File: src/design/pif_pkg.sv
package pif_pkg;

  // ---------------------------------------------------------------
  // Register byte addresses
  // ---------------------------------------------------------------
  localparam logic [7:0] PIF_FLAG_OFS = 8'h0c;
  localparam logic [7:0] PIF_ENA_OFS  = 8'h10;
  localparam logic [7:0] PIF_CLR_OFS  = 8'h14;
  localparam logic [7:0] PIF_CTRL_OFS = 8'h18;
  localparam logic [7:0] PIF_PEND_OFS = 8'h1c;

  // ---------------------------------------------------------------
  // Flag bit positions
  // ---------------------------------------------------------------
  localparam int PIF_RX_BIT   = 5;
  localparam int PIF_TX_BIT   = 4;
  localparam int PIF_SSP_BIT  = 3;
  localparam int PIF_CCP_BIT  = 2;
  localparam int PIF_SECOND_TIMER_COUNT_BIT = 1;
  localparam int PIF_FIRST_TIMER_COUNT_BIT = 0;

  // Control register fields
  localparam int PIF_GIE_BIT  = 0;
  localparam int PIF_MODE_LSB = 1;

  // ---------------------------------------------------------------
  // Masks and reset values
  // ---------------------------------------------------------------
  localparam logic [7:0] PIF_IMPL_MASK = 8'h3f;
  localparam logic [3:0] PIF_SW_RST    = 4'h0;
  localparam logic [7:0] PIF_ENA_RST   = 8'h00;
  localparam logic [2:0] PIF_CTRL_RST  = 3'h0;
  localparam logic [1:0] PIF_RX_DEPTH  = 2'h2;
  localparam logic [1:0] PIF_RX_EMPTY  = 2'h0;

  // Capture/compare unit operating mode
  typedef enum logic [1:0] {
    PIF_CCP_OFF,
    PIF_CCP_CAPTURE,
    PIF_CCP_COMPARE,
    PIF_CCP_PWM
  } pif_ccp_mode_t;

endpackage

File: src/design/pif_flags.sv
// The Wishbone slave port was left to the implementer.
`timescale 1ns/1ps
`default_nettype none

module pif_flags
  import pif_pkg::*;
(
  // Clock and reset
  input  wire logic        clk_i,
  input  wire logic        rst_i,
  // Wishbone slave
  input  wire logic [31:0] adr_i,
  input  wire logic [31:0] dat_i,
  output logic      [31:0] dat_o,
  input  wire logic        we_i,
  input  wire logic [3:0]  sel_i,
  input  wire logic        cyc_i,
  input  wire logic        stb_i,
  output logic             ack_o,
  // Serial receive holding buffer
  input  wire logic        rx_load_i,
  input  wire logic        rx_read_i,
  // Serial transmit holding buffer
  input  wire logic        tx_load_i,
  input  wire logic        tx_taken_i,
  // Other peripheral events
  input  wire logic        ssp_done_i,
  input  wire logic        ccp_capture_i,
  input  wire logic        ccp_match_i,
  input  wire logic        second_timer_count_match_i,
  input  wire logic        first_timer_count_ovf_i,
  // Status and interrupt
  output logic      [7:0]  flags_o,
  output logic      [1:0]  ccp_mode_o,
  output logic             irq_o
);

  // ---------------------------------------------------------------
  // State
  // ---------------------------------------------------------------
  logic [1:0]    rx_cnt;
  logic [1:0]    next_rx_cnt;
  logic          tx_empty;
  logic          next_tx_empty;
  logic [3:0]    sw_flags;
  logic [3:0]    next_sw_flags;
  logic [7:0]    ena;
  logic [7:0]    next_ena;
  logic          global_interrupt_enable;
  logic          next_gie;
  pif_ccp_mode_t mode;
  pif_ccp_mode_t next_mode;
  logic          ack;
  logic          next_ack;
  logic [31:0]   rdat;
  logic [31:0]   next_rdat;

  logic [7:0]    flags;
  logic [7:0]    pend;
  logic          wr;
  logic [7:0]    waddr;
  logic [3:0]    ev;
  logic          ccp_ev;

  // ---------------------------------------------------------------
  // Bus decode
  // ---------------------------------------------------------------
  // Write takes effect on the edge where the master sees ack high
  assign wr    = cyc_i && stb_i && we_i && ack && sel_i[0];
  assign waddr = adr_i[7:0];

  // Upper bits are not storage and always read back as zero
  assign flags = {2'b00, (rx_cnt != PIF_RX_EMPTY), tx_empty, sw_flags};
  assign pend  = flags & ena & PIF_IMPL_MASK;

  // ---------------------------------------------------------------
  // Event decode
  // ---------------------------------------------------------------
  always_comb begin
    ccp_ev = 1'b0;
    unique case (mode)
      PIF_CCP_CAPTURE: ccp_ev = ccp_capture_i;
      PIF_CCP_COMPARE: ccp_ev = ccp_match_i;
      PIF_CCP_OFF:     ccp_ev = 1'b0;
      PIF_CCP_PWM:     ccp_ev = 1'b0;
    endcase
  end

  // Enables play no part in setting a flag
  assign ev = {ssp_done_i, ccp_ev, second_timer_count_match_i, first_timer_count_ovf_i};

  // ---------------------------------------------------------------
  // Flag next state
  // ---------------------------------------------------------------
  always_comb begin
    next_rx_cnt   = rx_cnt;
    next_tx_empty = tx_empty;
    next_sw_flags = sw_flags;
    // Two-deep receive buffer occupancy
    if (rx_load_i && !rx_read_i && rx_cnt != PIF_RX_DEPTH) begin
      next_rx_cnt = rx_cnt + 2'h1;
    end else if (rx_read_i && !rx_load_i && rx_cnt != PIF_RX_EMPTY) begin
      next_rx_cnt = rx_cnt - 2'h1;
    end
    // Buffer emptying beats a simultaneous load
    if (tx_taken_i) begin
      next_tx_empty = 1'b1;
    end else if (tx_load_i) begin
      next_tx_empty = 1'b0;
    end
    if (wr && waddr == PIF_FLAG_OFS) begin
      next_sw_flags = dat_i[3:0];
    end else if (wr && waddr == PIF_CLR_OFS) begin
      next_sw_flags = sw_flags & ~dat_i[3:0];
    end
    next_sw_flags = next_sw_flags | ev;
  end

  // ---------------------------------------------------------------
  // Control next state
  // ---------------------------------------------------------------
  always_comb begin
    next_ena  = ena;
    next_gie  = global_interrupt_enable;
    next_mode = mode;
    if (wr && waddr == PIF_ENA_OFS) begin
      next_ena = dat_i[7:0] & PIF_IMPL_MASK;
    end
    if (wr && waddr == PIF_CTRL_OFS) begin
      next_gie  = dat_i[PIF_GIE_BIT];
      next_mode = pif_ccp_mode_t'(dat_i[PIF_MODE_LSB +: 2]);
    end
  end

  // ---------------------------------------------------------------
  // Bus answer
  // ---------------------------------------------------------------
  always_comb begin
    next_ack  = cyc_i && stb_i && !ack;
    next_rdat = 32'h0000_0000;
    if (cyc_i && stb_i && !ack) begin
      unique case (waddr)
        PIF_FLAG_OFS: next_rdat[7:0] = flags;
        PIF_ENA_OFS:  next_rdat[7:0] = ena;
        PIF_CTRL_OFS: next_rdat[2:0] = {mode, global_interrupt_enable};
        PIF_PEND_OFS: next_rdat[7:0] = pend;
        default:      next_rdat = 32'h0000_0000;
      endcase
    end
  end

  // ---------------------------------------------------------------
  // Registers
  // ---------------------------------------------------------------
  always_ff @(posedge clk_i) begin
    if (rst_i) begin
      rx_cnt   <= PIF_RX_EMPTY;
      tx_empty <= 1'b0;
      sw_flags <= PIF_SW_RST;
      ena      <= PIF_ENA_RST;
      global_interrupt_enable      <= PIF_CTRL_RST[PIF_GIE_BIT];
      mode     <= PIF_CCP_OFF;
      ack      <= 1'b0;
      rdat     <= 32'h0000_0000;
    end else begin
      rx_cnt   <= next_rx_cnt;
      tx_empty <= next_tx_empty;
      sw_flags <= next_sw_flags;
      ena      <= next_ena;
      global_interrupt_enable      <= next_gie;
      mode     <= next_mode;
      ack      <= next_ack;
      rdat     <= next_rdat;
    end
  end

  // ---------------------------------------------------------------
  // Outputs
  // ---------------------------------------------------------------
  assign ack_o      = ack;
  assign dat_o      = rdat;
  assign flags_o    = flags;
  assign ccp_mode_o = mode;
  assign irq_o      = global_interrupt_enable && (pend != 8'h00);

  logic sw_wr;
  assign sw_wr = wr && (waddr == PIF_FLAG_OFS || waddr == PIF_CLR_OFS);
endmodule

`default_nettype wire

File: config.mk
export PLATFORM = sky130hd
export DESIGN_NAME = pif_flags
export DESIGN_NICKNAME = d
export VERILOG_FILES = /design/src/design/pif_pkg.sv /design/src/design/pif_flags.sv
export SDC_FILE = /design/constraint.sdc
export NUM_CORES = 1
export LEC_CHECK = 0
export ABC_AREA = 1
export BUFFER_PORTS_ARGS = -buffer_cell sky130_fd_sc_hd__buf_4
export CORE_MARGIN = 2
export CORE_UTILIZATION = 36
export CTS_CLUSTER_DIAMETER = 40
export DETAILED_ROUTE_END_ITERATION = 10
export PLACE_DENSITY = 0.77
export SETUP_SLACK_MARGIN = 0.4
export SYNTH_ARGS = -nofsm -noshare
export SYNTH_HDL_FRONTEND = slang
export SYNTH_SLANG_ARGS = --single-unit
File: constraint.sdc
create_clock -name clk_i -period 1.12 [get_ports clk_i]
set_input_delay 0.224 -clock clk_i [delete_from_list [all_inputs] [get_ports clk_i]]
set_output_delay 0.224 -clock clk_i [all_outputs]
set_load 0.05 [all_outputs]
After elaboration in Yosys (flattened, before gate mapping):

Index checks and enable logic that the tools add are counted.

* bitwise gates (word level): 5
* eq/ne operators: 9
* reductions and logical operators: 24
* $add $sub $neg: 2
* muxes and demuxes: 9

Operator list (count)
* 8-bit by 5-bit == test with 1-bit output (second input constant): 4
* 1-bit logical AND: 14
* 3-bit one-hot mux with 4 select lines: 1
* 3-bit one-hot mux with 3 select lines: 1
* 8-bit by 4-bit == test with 1-bit output (second input constant): 1
* 4-bit 2-to-1 mux: 2
* 8-bit nonzero test: 1
* 6-bit bitwise AND: 1
* 2-bit nonzero test: 3
* 4-bit bitwise AND: 1
* 2-bit == test (second input constant): 2
* 2-bit 2-to-1 mux: 2
* 4-bit inverter: 1
* 4-bit OR: 1
* 2-bit OR reduction: 2
* 1-bit logical NOT: 3
* 1-bit one-hot mux with 3 select lines: 1
* 2-bit by 1-bit adder with 2-bit output (second input constant): 1
* 2-bit by 1-bit == test with 1-bit output (second input constant): 1
* 2-bit logical NOT: 1
* 1-bit 2-to-1 mux: 2
* 2-bit inequality test (second input constant): 1
* 2-bit by 1-bit subtractor with 2-bit output (second input constant): 1
* 1-bit inverter: 1

* bits of input ports: 82
* output and inout port bits: 44
* logic and storage cells: 58
* flip-flop bits (word level): 49

Depth between registers and ports, before layout:

Gate-level depths: netlist of the first run.

* word-level depth: 8
* gate-level depth with buffers: 9
* depth with buffers taken out: 8

Least setup slack after synthesis of the first run:

OpenSTA, ideal clock, no wires.

* path kind: register -> output
* from: register rx_cnt[1]
* to: output irq_o
* path buffers: 0
* cell stages (with the launch flop): 6
* arrival: 1.365 ns
* required time: 0.896 ns
* slack: -0.469 ns
* cell sequence: dfxtp_1 > nor2_1 > inv_1 > nand2_1 > nand3_1 > o21a_1

* word-level cells in the longest chain between the ends: 4

Ends and longest elaborated chain
* start: declaration: RTL line pif_flags.sv:41 `logic [1:0] rx_cnt;`
* start signal: assignment: RTL line pif_flags.sv:166 `rx_cnt <= next_rx_cnt;`
* 2-bit nonzero test: RTL line pif_flags.sv:73 `assign flags = {2'b00, (rx_cnt != PIF_RX_EMPTY), tx_empty, sw_flags};`
* net flags_o[5]: RTL line pif_flags.sv:33 `output logic [7:0] flags_o,`
* 6-bit bitwise AND: RTL line pif_flags.sv:74 `assign pend = flags & ena & PIF_IMPL_MASK;`
* 8-bit nonzero test: RTL line pif_flags.sv:184 `assign irq_o = global_interrupt_enable && (pend != 8'h00);`
* 1-bit logical AND: RTL line pif_flags.sv:184
* end: declaration: RTL line pif_flags.sv:35 `output logic irq_o`

The timed path passes the listed nets, and every way through them passes these cells.

Worst setup path in the final report of the first run:

* from: register rx_cnt[0]
* to: output irq_o

* word-level cells in the longest chain between the ends: 4

Ends and longest elaborated chain (RTL line)
* 2-bit nonzero test: pif_flags.sv:73
* 6-bit bitwise AND: pif_flags.sv:74
* 8-bit nonzero test: pif_flags.sv:184
* 1-bit logical AND: pif_flags.sv:184

Every way passes these cells.

==> impl_metrics.toml, run 1 <==
[timing]
worst_clock_skew_ps = 2.52
min_period_over_period_pct = 135
drv_slew = 0
max_clock_freq_mhz = 664
rsz_0062_raised_after_global_routing = "yes"
report.final.setup_viol = 5
holdWs_ps = 179
worst_slack_ps = -387
finalHoldViolCount = 0
min_period_ps = 1510

[clock_network]
cts_inserted_buffers = 3
tritoncts_clock_tree = "yes"
ctsHoldBuffers = 0
h_tree_depth_reported_by_cts = 1
clock_latency_of_the_later_clocked_register_in_the_worst_skew_pair_ps = 270
cts_num_sinks = 23
cts.clk_slew.worst_paths_ps = 80
max_root_sink_buffers = 2
clockRootBuffer = "clkbuf_8"

[synth]
synth_largest_type_area_fraction_pct = 28.8
synth_sequential_area_ratio_pct = 28.8
synthesis.instances = 227
mappedNetlistArea_um2 = 1600
synth.ff_latch_count = 23
synth_top_area_cell = "dfxtp_1"
synth_cell_type_count = 30
ys_top_cells_by_area = "dfxtp_1 (29%), buf_4 (14%), nand2_1 (14%), inv_1 (5.6%), nand3_1 (5.0%)"
synth_warnings = 0
synthesis.area_per_instance_um2 = 7.05

[placed_design]
dp.final_hpwl_um = 2970
placed_cell_area_um2 = 2120
input_output_buffers = 44
dpl.cell_count = 339
place.gp.congestion = 0.853

[min_path]
hold_path_end = "tx_empty$_SDFFE_PP0P_"
holdCritStartpoint = "tx_taken_i"
hold_class = "in2reg"
worstHoldPathCells = 3

[critical_path]
setup.worst_path.end_class = "output pin"
startpoint_class = "flop"
timing.reg2reg.setup_slack_ps = -20
worst_r2r_start = "ack_o$_SDFF_PP0_"
timing_worst_setup_path_type = "reg2out"
worstPathMaxFanout = 2
crit_required_ps = 900
worst-endpoint-arrival_ps = 1280
reg2regPathDepth = 7
crit-reg2reg-capture = "sw_flags[2]$_SDFF_PP0_"

[floorplanning]
num_io_pins = 126
floorplan.core_area_um2 = 4320
floorplan.die.height_um = 70.7
starting_density_of_the_core_pct = 37.0
row_count = 24
die_wd_um = 70.7
floorplan.die_area_um2 = 4990

[route]
post_drt_wl_per_cell_um = 12.2
wl_um = 4340
drtPass1Iterations = 4
drtIter0Drc = 54
via_per_inst = 4.57
detail-route-antenna-nets = 0
drc_markers = 0
via_count = 1622

[outcome]
failed_checks = "setup timing"
status = "finished, violations left"

[pwr]
power-per-cell-area_nw_per_um2 = 783
peakVddDrop_mv = 0.522
post-layout-total-power_mw = 2.02
static_leakage_power_nw = 1.20

[cells_and_area]
fin_area_um2 = 2580
final_net_count = 386
post_route_cells_drive_above_1_share_pct = 54.5
syn_to_final_growth_pct = 61.3
fill_cells = 374
instances_no_fill = 355
final_core_utilization_pct = 59.7
antenna_cells_inserted = 0

[global_route]
use_met2_pct = 31.0
grt_util_all_layers_pct = 17.0
grt_util_met3_pct = 4.13
grt.busiest_layer = "met2"
wire_length_of_the_first_global_routing_pass_um = 6910
grt_remaining_overflow = 0
grt_pass1_vias = 1556
maximum_number_of_pins_on_one_net_before_global_route_repair = 17
global_route.usage.met1_pct = 20.4
initial_antenna_violation_count = 0

[run]
drv.max_cap_violation_count = 0
==> critical path, cell delays in order (launching register included) <==
cell and delay, ps:
dfxtp_2 340, nor2_4 150, inv_6 40, nand2_4 60, nand3_2 60, o21a_4 200
buf_8 140
==> repair_timing <==
action / 4_1_cts / 5_1_grt
gates cloned: 1 / 0
pin swaps: 24 / 16
gates resized for setup: 58 / 28
setup endpoints to repair: 39 / 39
setup buffers: 9 / 2
==> synthesized netlist by cell type <==
cell type / instances
nand3b_1: 1
buf_4: 30
o21a_1: 1
buf_2: 1
nand2_2: 4
nor2_4: 5
a31oi_1: 1
nand3_4: 1
nand3_1: 16
a21oi_1: 10
nand3_2: 4
or2_2: 1
a21boi_0: 1
clkinv_4: 1
dfxtp_1: 23
nor3_2: 1
clkbuf_1: 1
buf_6: 1
o21ai_0: 5
inv_1: 24
a21oi_2: 8
nor2_8: 2
inv_2: 1
a21boi_1: 2
o211ai_1: 3
conb_1: 1
nand2_1: 59
o21ai_1: 1
nor2_1: 17
nand2_4: 1
==> per-stage QoR <==
stage	TNS [ps]	worst slack, ps
floorplan	-473	-72.4
global placement	-1800	-129
detailed placement	-2320	-147
CTS	-726	-404
global route	-1140	-419
finish	-692	-387
==> flip-flops by register name (all words and copies together), names as in the netlist <==
signal and flops:
dat_o 6, ena 6, sw_flags 4, ccp_mode_o 2
rx_cnt 2, ack_o 1, global_interrupt_enable 1, tx_empty 1
==> how the worst max path moves through the flow <==
stage,end,from,slack (ps),depth (start not counted)
global placement,irq_o,rx_cnt[1]$_SDFFE_PP0P_,-130,6
global route,irq_o,rx_cnt[0]$_SDFFE_PP0P_,-420,6
detailed placement,ena[0]$_SDFFE_PP0P_,adr_i[7],-150,8
CTS,irq_o,rx_cnt[1]$_SDFFE_PP0P_,-400,6
finish,irq_o,rx_cnt[0]$_SDFFE_PP0P_,-390,6
floorplan,irq_o,rx_cnt[0]$_SDFFE_PP0P_,-70,5
==> area by class of cell <==
class	instances	area (µm²)	area share, %
multi-input cells	172	1080	41.7
repair buffers	78	786	30.4
flip-flops and latches	23	493	19.1
inverters	26	115	4.46
well taps	52	65.1	2.52
clock buffers	3	41.3	1.60
clock inverters	1	5.00	0.194
==> power breakdown <==
group / internal [mW] / total, mW / switching, mW / leakage, nW
Sequential: 0.826 / 0.839 / 0.0134 / 0.195
Combinational: 0.219 / 0.649 / 0.430 / 0.981
Clock: 0.249 / 0.533 / 0.284 / 0.0255
==> kinds of logic (layout without fill, tap and decap cells) <==
logic type | after synthesis | after routing | share of synthesized area, %
AO/OA/AOI/OAI | 32 | 32 | 13.1
buffers and inverters | 59 | 108 | 21.7
flip-flops | 23 | 23 | 28.8
other | 1 | 28 | 0.234
AND/OR/NAND/NOR | 112 | 112 | 36.2
==> cell usage in the layout, fill, tap and decap left out, types with 2 or more instances in the layout <==
cell type	n
dfxtp_2	11
a21oi_1	3
conb_1	28
nand2_4	5
nor2_8	2
nand2_1	43
nand3_1	10
nand2_2	15
buf_12	2
inv_2	3
buf_8	16
dfxtp_4	5
dfxtp_1	7
clkbuf_8	3
a21oi_2	15
buf_4	49
o21ai_1	2
o211ai_1	3
buf_6	10
nor2_1	15
nand3_4	2
nand3_2	9
a21boi_1	2
inv_1	21
o21ai_0	2
nor2_4	6
==> layer usage <==
layer | vias to the layer above | wire (µm) | part of all wire (%)
met1 | 753 | 1740 | 40
met2 | 52 | 2270 | 52
met5 | - | 0 | 0
met4 | 0 | 40 | 0.92
li1 | 810 | - | -
met3 | 7 | 286 | 6.6
(Power assumes the default switching activity.)
==> inputs of run 2 (changes only) <==
CORE_UTILIZATION = 43   (was 36)
PLACE_DENSITY = 0.86   (was 0.77)
clock period = 1.9 ns   (was 1.12 ns; I/O delays follow)
==> run 2 against run 1 <==
The run now ends clean; sequential power decreased by 40%; non-clock buffer count is 28 lower; clock power down 44%; sequential share of layout area is 4.7 points higher; setup slack better by 630 ps; sequential cell count did not move; combinational power decreased by 53%; die area fell by 15%; design area down 24%; worst hold slack improved by 140 ps; critical endpoint unchanged.
==> impl_metrics.toml, run 2 (synthesized netlist as in run 1, its figures left out) <==
[critical_path]
worstPathMaxFanout = 3
reg2regPathDepth = 6
timing.reg2reg.setup_slack_ps = 690
worst-endpoint-arrival_ps = 1280
startpoint_class = "flop"
crit_required_ps = 1520
worst_r2r_start = "ack_o$_SDFF_PP0_"
crit-reg2reg-capture = "ena[2]$_SDFFE_PP0P_"
timing_worst_setup_path_type = "reg2out"
worst_setup_path_startpoint = "rx_cnt[1]$_SDFFE_PP0P_"
setup.worst_path.end_class = "output pin"

[cells_and_area]
syn_to_final_growth_pct = 23.1
most_frequent_cells_in_the_layout = "nand2_1 (58), buf_4 (49), conb_1 (28), inv_1 (23), dfxtp_1 (20)"
final_core_utilization_pct = 54.6
fill_cells = 375
final_net_count = 358
antenna_cells_inserted = 0
most_common_cell_after_layout_fill_and_taps_aside = "nand2_1"
post_route_cells_drive_above_1_share_pct = 32.7

[min_path]
hold_path_end = "tx_empty$_SDFFE_PP0P_"
holdCritStartpoint = "tx_taken_i"
worstHoldPathCells = 3
hold_class = "in2reg"

[pwr]
power.share.switching_pct = 34.5
static_leakage_power_nw = 0.947
intPower_uw = 720
peakVddDrop_mv = 0.236
part_of_the_power_in_registers_pct = 45.5
power-per-cell-area_nw_per_um2 = 558
net_switching_power_of_the_design_uw = 380
clockPowerShare_pct = 27.1
combinational_power_share_pct = 27.5

[floorplanning]
die_wd_um = 65.0
floorplan.core_area_um2 = 3610
row_count = 22
floorplan.die_area_um2 = 4230
num_io_pins = 126
floorplan.die.height_um = 65.0
starting_density_of_the_core_pct = 44.4

[route]
detail-route-antenna-nets = 0
via_per_inst = 4.48
wl_um = 3270
drtIter0Drc = 47
post_drt_wl_per_cell_um = 10.1
via_count = 1448
drc_markers = 0
drtPass1Iterations = 4

[timing]
rsz_0062_raised_after_global_routing = "yes"
min_period_ps = 1660
worst_clock_skew_ps = 3.26
drv_slew = 0
summed_negative_setup_slack_over_all_endpoints_ps = 0
finalHoldViolCount = 0
report.final.setup_viol = 0
max_clock_freq_mhz = 602
min_period_over_period_pct = 87.4

[clock_network]
h_tree_depth_reported_by_cts = 1
clock_latency_of_the_later_clocked_register_in_the_worst_skew_pair_ps = 260
cts.clk_slew.worst_paths_ps = 80
cts_inserted_buffers = 3
max_root_sink_buffers = 2
cts_num_sinks = 23
tritoncts_clock_tree = "yes"
clockRootBuffer = "clkbuf_8"

[global_route]
grt_remaining_overflow = 0
initial_antenna_violation_count = 0
grt_util_all_layers_pct = 16.2
maximum_number_of_pins_on_one_net_before_global_route_repair = 18
grt_pass1_vias = 1266
wire_length_of_the_first_global_routing_pass_um = 5450

[run]
drv.max_cap_violation_count = 0

[placed_design]
dp.final_hpwl_um = 2480
place.gp.congestion = 0.792
input_output_buffers = 44

[outcome]
status = "finished clean"
-- run 2: cell types whose count changed in the layout (fill, tap and decap cells not counted), moves of 3 or more --
cell,previous run,this run
nand3_2,9,5
a21oi_1,3,10
dfxtp_4,5,2
nand2_2,15,5
buf_6,10,0
nand3_1,10,15
a21oi_2,15,8
nand2_4,5,1
nand2_1,43,58
dfxtp_1,7,20
o21ai_0,2,5
buf_8,16,1
dfxtp_2,11,1
-- run 2: worst max path at each step --
| stage | to | slack [ps] | cells after the start |
|---|---|---|---|
| after detailed placement | irq_o | 350 | 6 |
| after CTS | irq_o | 230 | 6 |
| after global routing | irq_o | 200 | 6 |
| final | irq_o | 240 | 6 |
| after floorplan | irq_o | 360 | 3 |
| after global placement | dat_o[2]$_SDFF_PP0_ | 390 | 8 |
-- run 2: area by class of cell --
type | count | area [µm²] | area share, %
multi-input combinational | 172 | 910 | 46.2
timing repair buffer | 50 | 383 | 19.4
sequential | 23 | 469 | 23.8
tap | 48 | 60.1 | 3.05
clock buffer | 4 | 45.0 | 2.29
inverter | 26 | 103 | 5.21
-- run 2: timing repair --
item	CTS	global route
setup endpoints to repair	1	1
gates resized for setup	9	1
setup buffers	4	2
pin swaps	2	2
hold buffers	0	0
-- run 2: worst max-delay path, stage by stage, from the launching register on --
cell and delay, ps:
dfxtp_4 360, nor2_4 120, inv_2 50, nand2_2 70, nand3_2 60, o21a_2 210, buf_8 150
-- run 2: routing by layer --
layer | up-vias | global-route usage [%] | routed length, µm
li1 | 754 | - | -
met1 | 627 | 18.9 | 1360
met2 | 61 | 29.8 | 1650
met3 | 6 | 2.95 | 231
met4 | 0 | 4.79 | 31
met5 | - | 0 | 0
-- run 2: through the flow --
| stage | total power, mW | worst slack (ps) | instances | hold slack [ps] | instance area [µm²] |
|---|---|---|---|---|---|
| after floorplan | 0.767 | 365 | 254 | 453 | 1700 |
| after global placement | 0.794 | 391 | 313 | 469 | 1850 |
| after detailed placement | 0.798 | 350 | 313 | 479 | 1850 |
| after CTS | 1.10 | 235 | 321 | 321 | 1950 |
| after global routing | 1.14 | 198 | 323 | 347 | 1970 |
| final | 1.10 | 239 | 323 | 322 | 1970 |
-- run 2: power groups by stage --
stage	registers [mW]	clock network, mW	logic [mW]
6_report	0.500	0.298	0.302
5_1_grt	0.502	0.321	0.321
3_5_place_dp	0.512	0	0.286
4_1_cts	0.501	0.302	0.298
2_1_floorplan	0.529	0	0.239
3_3_place_gp	0.512	0	0.282
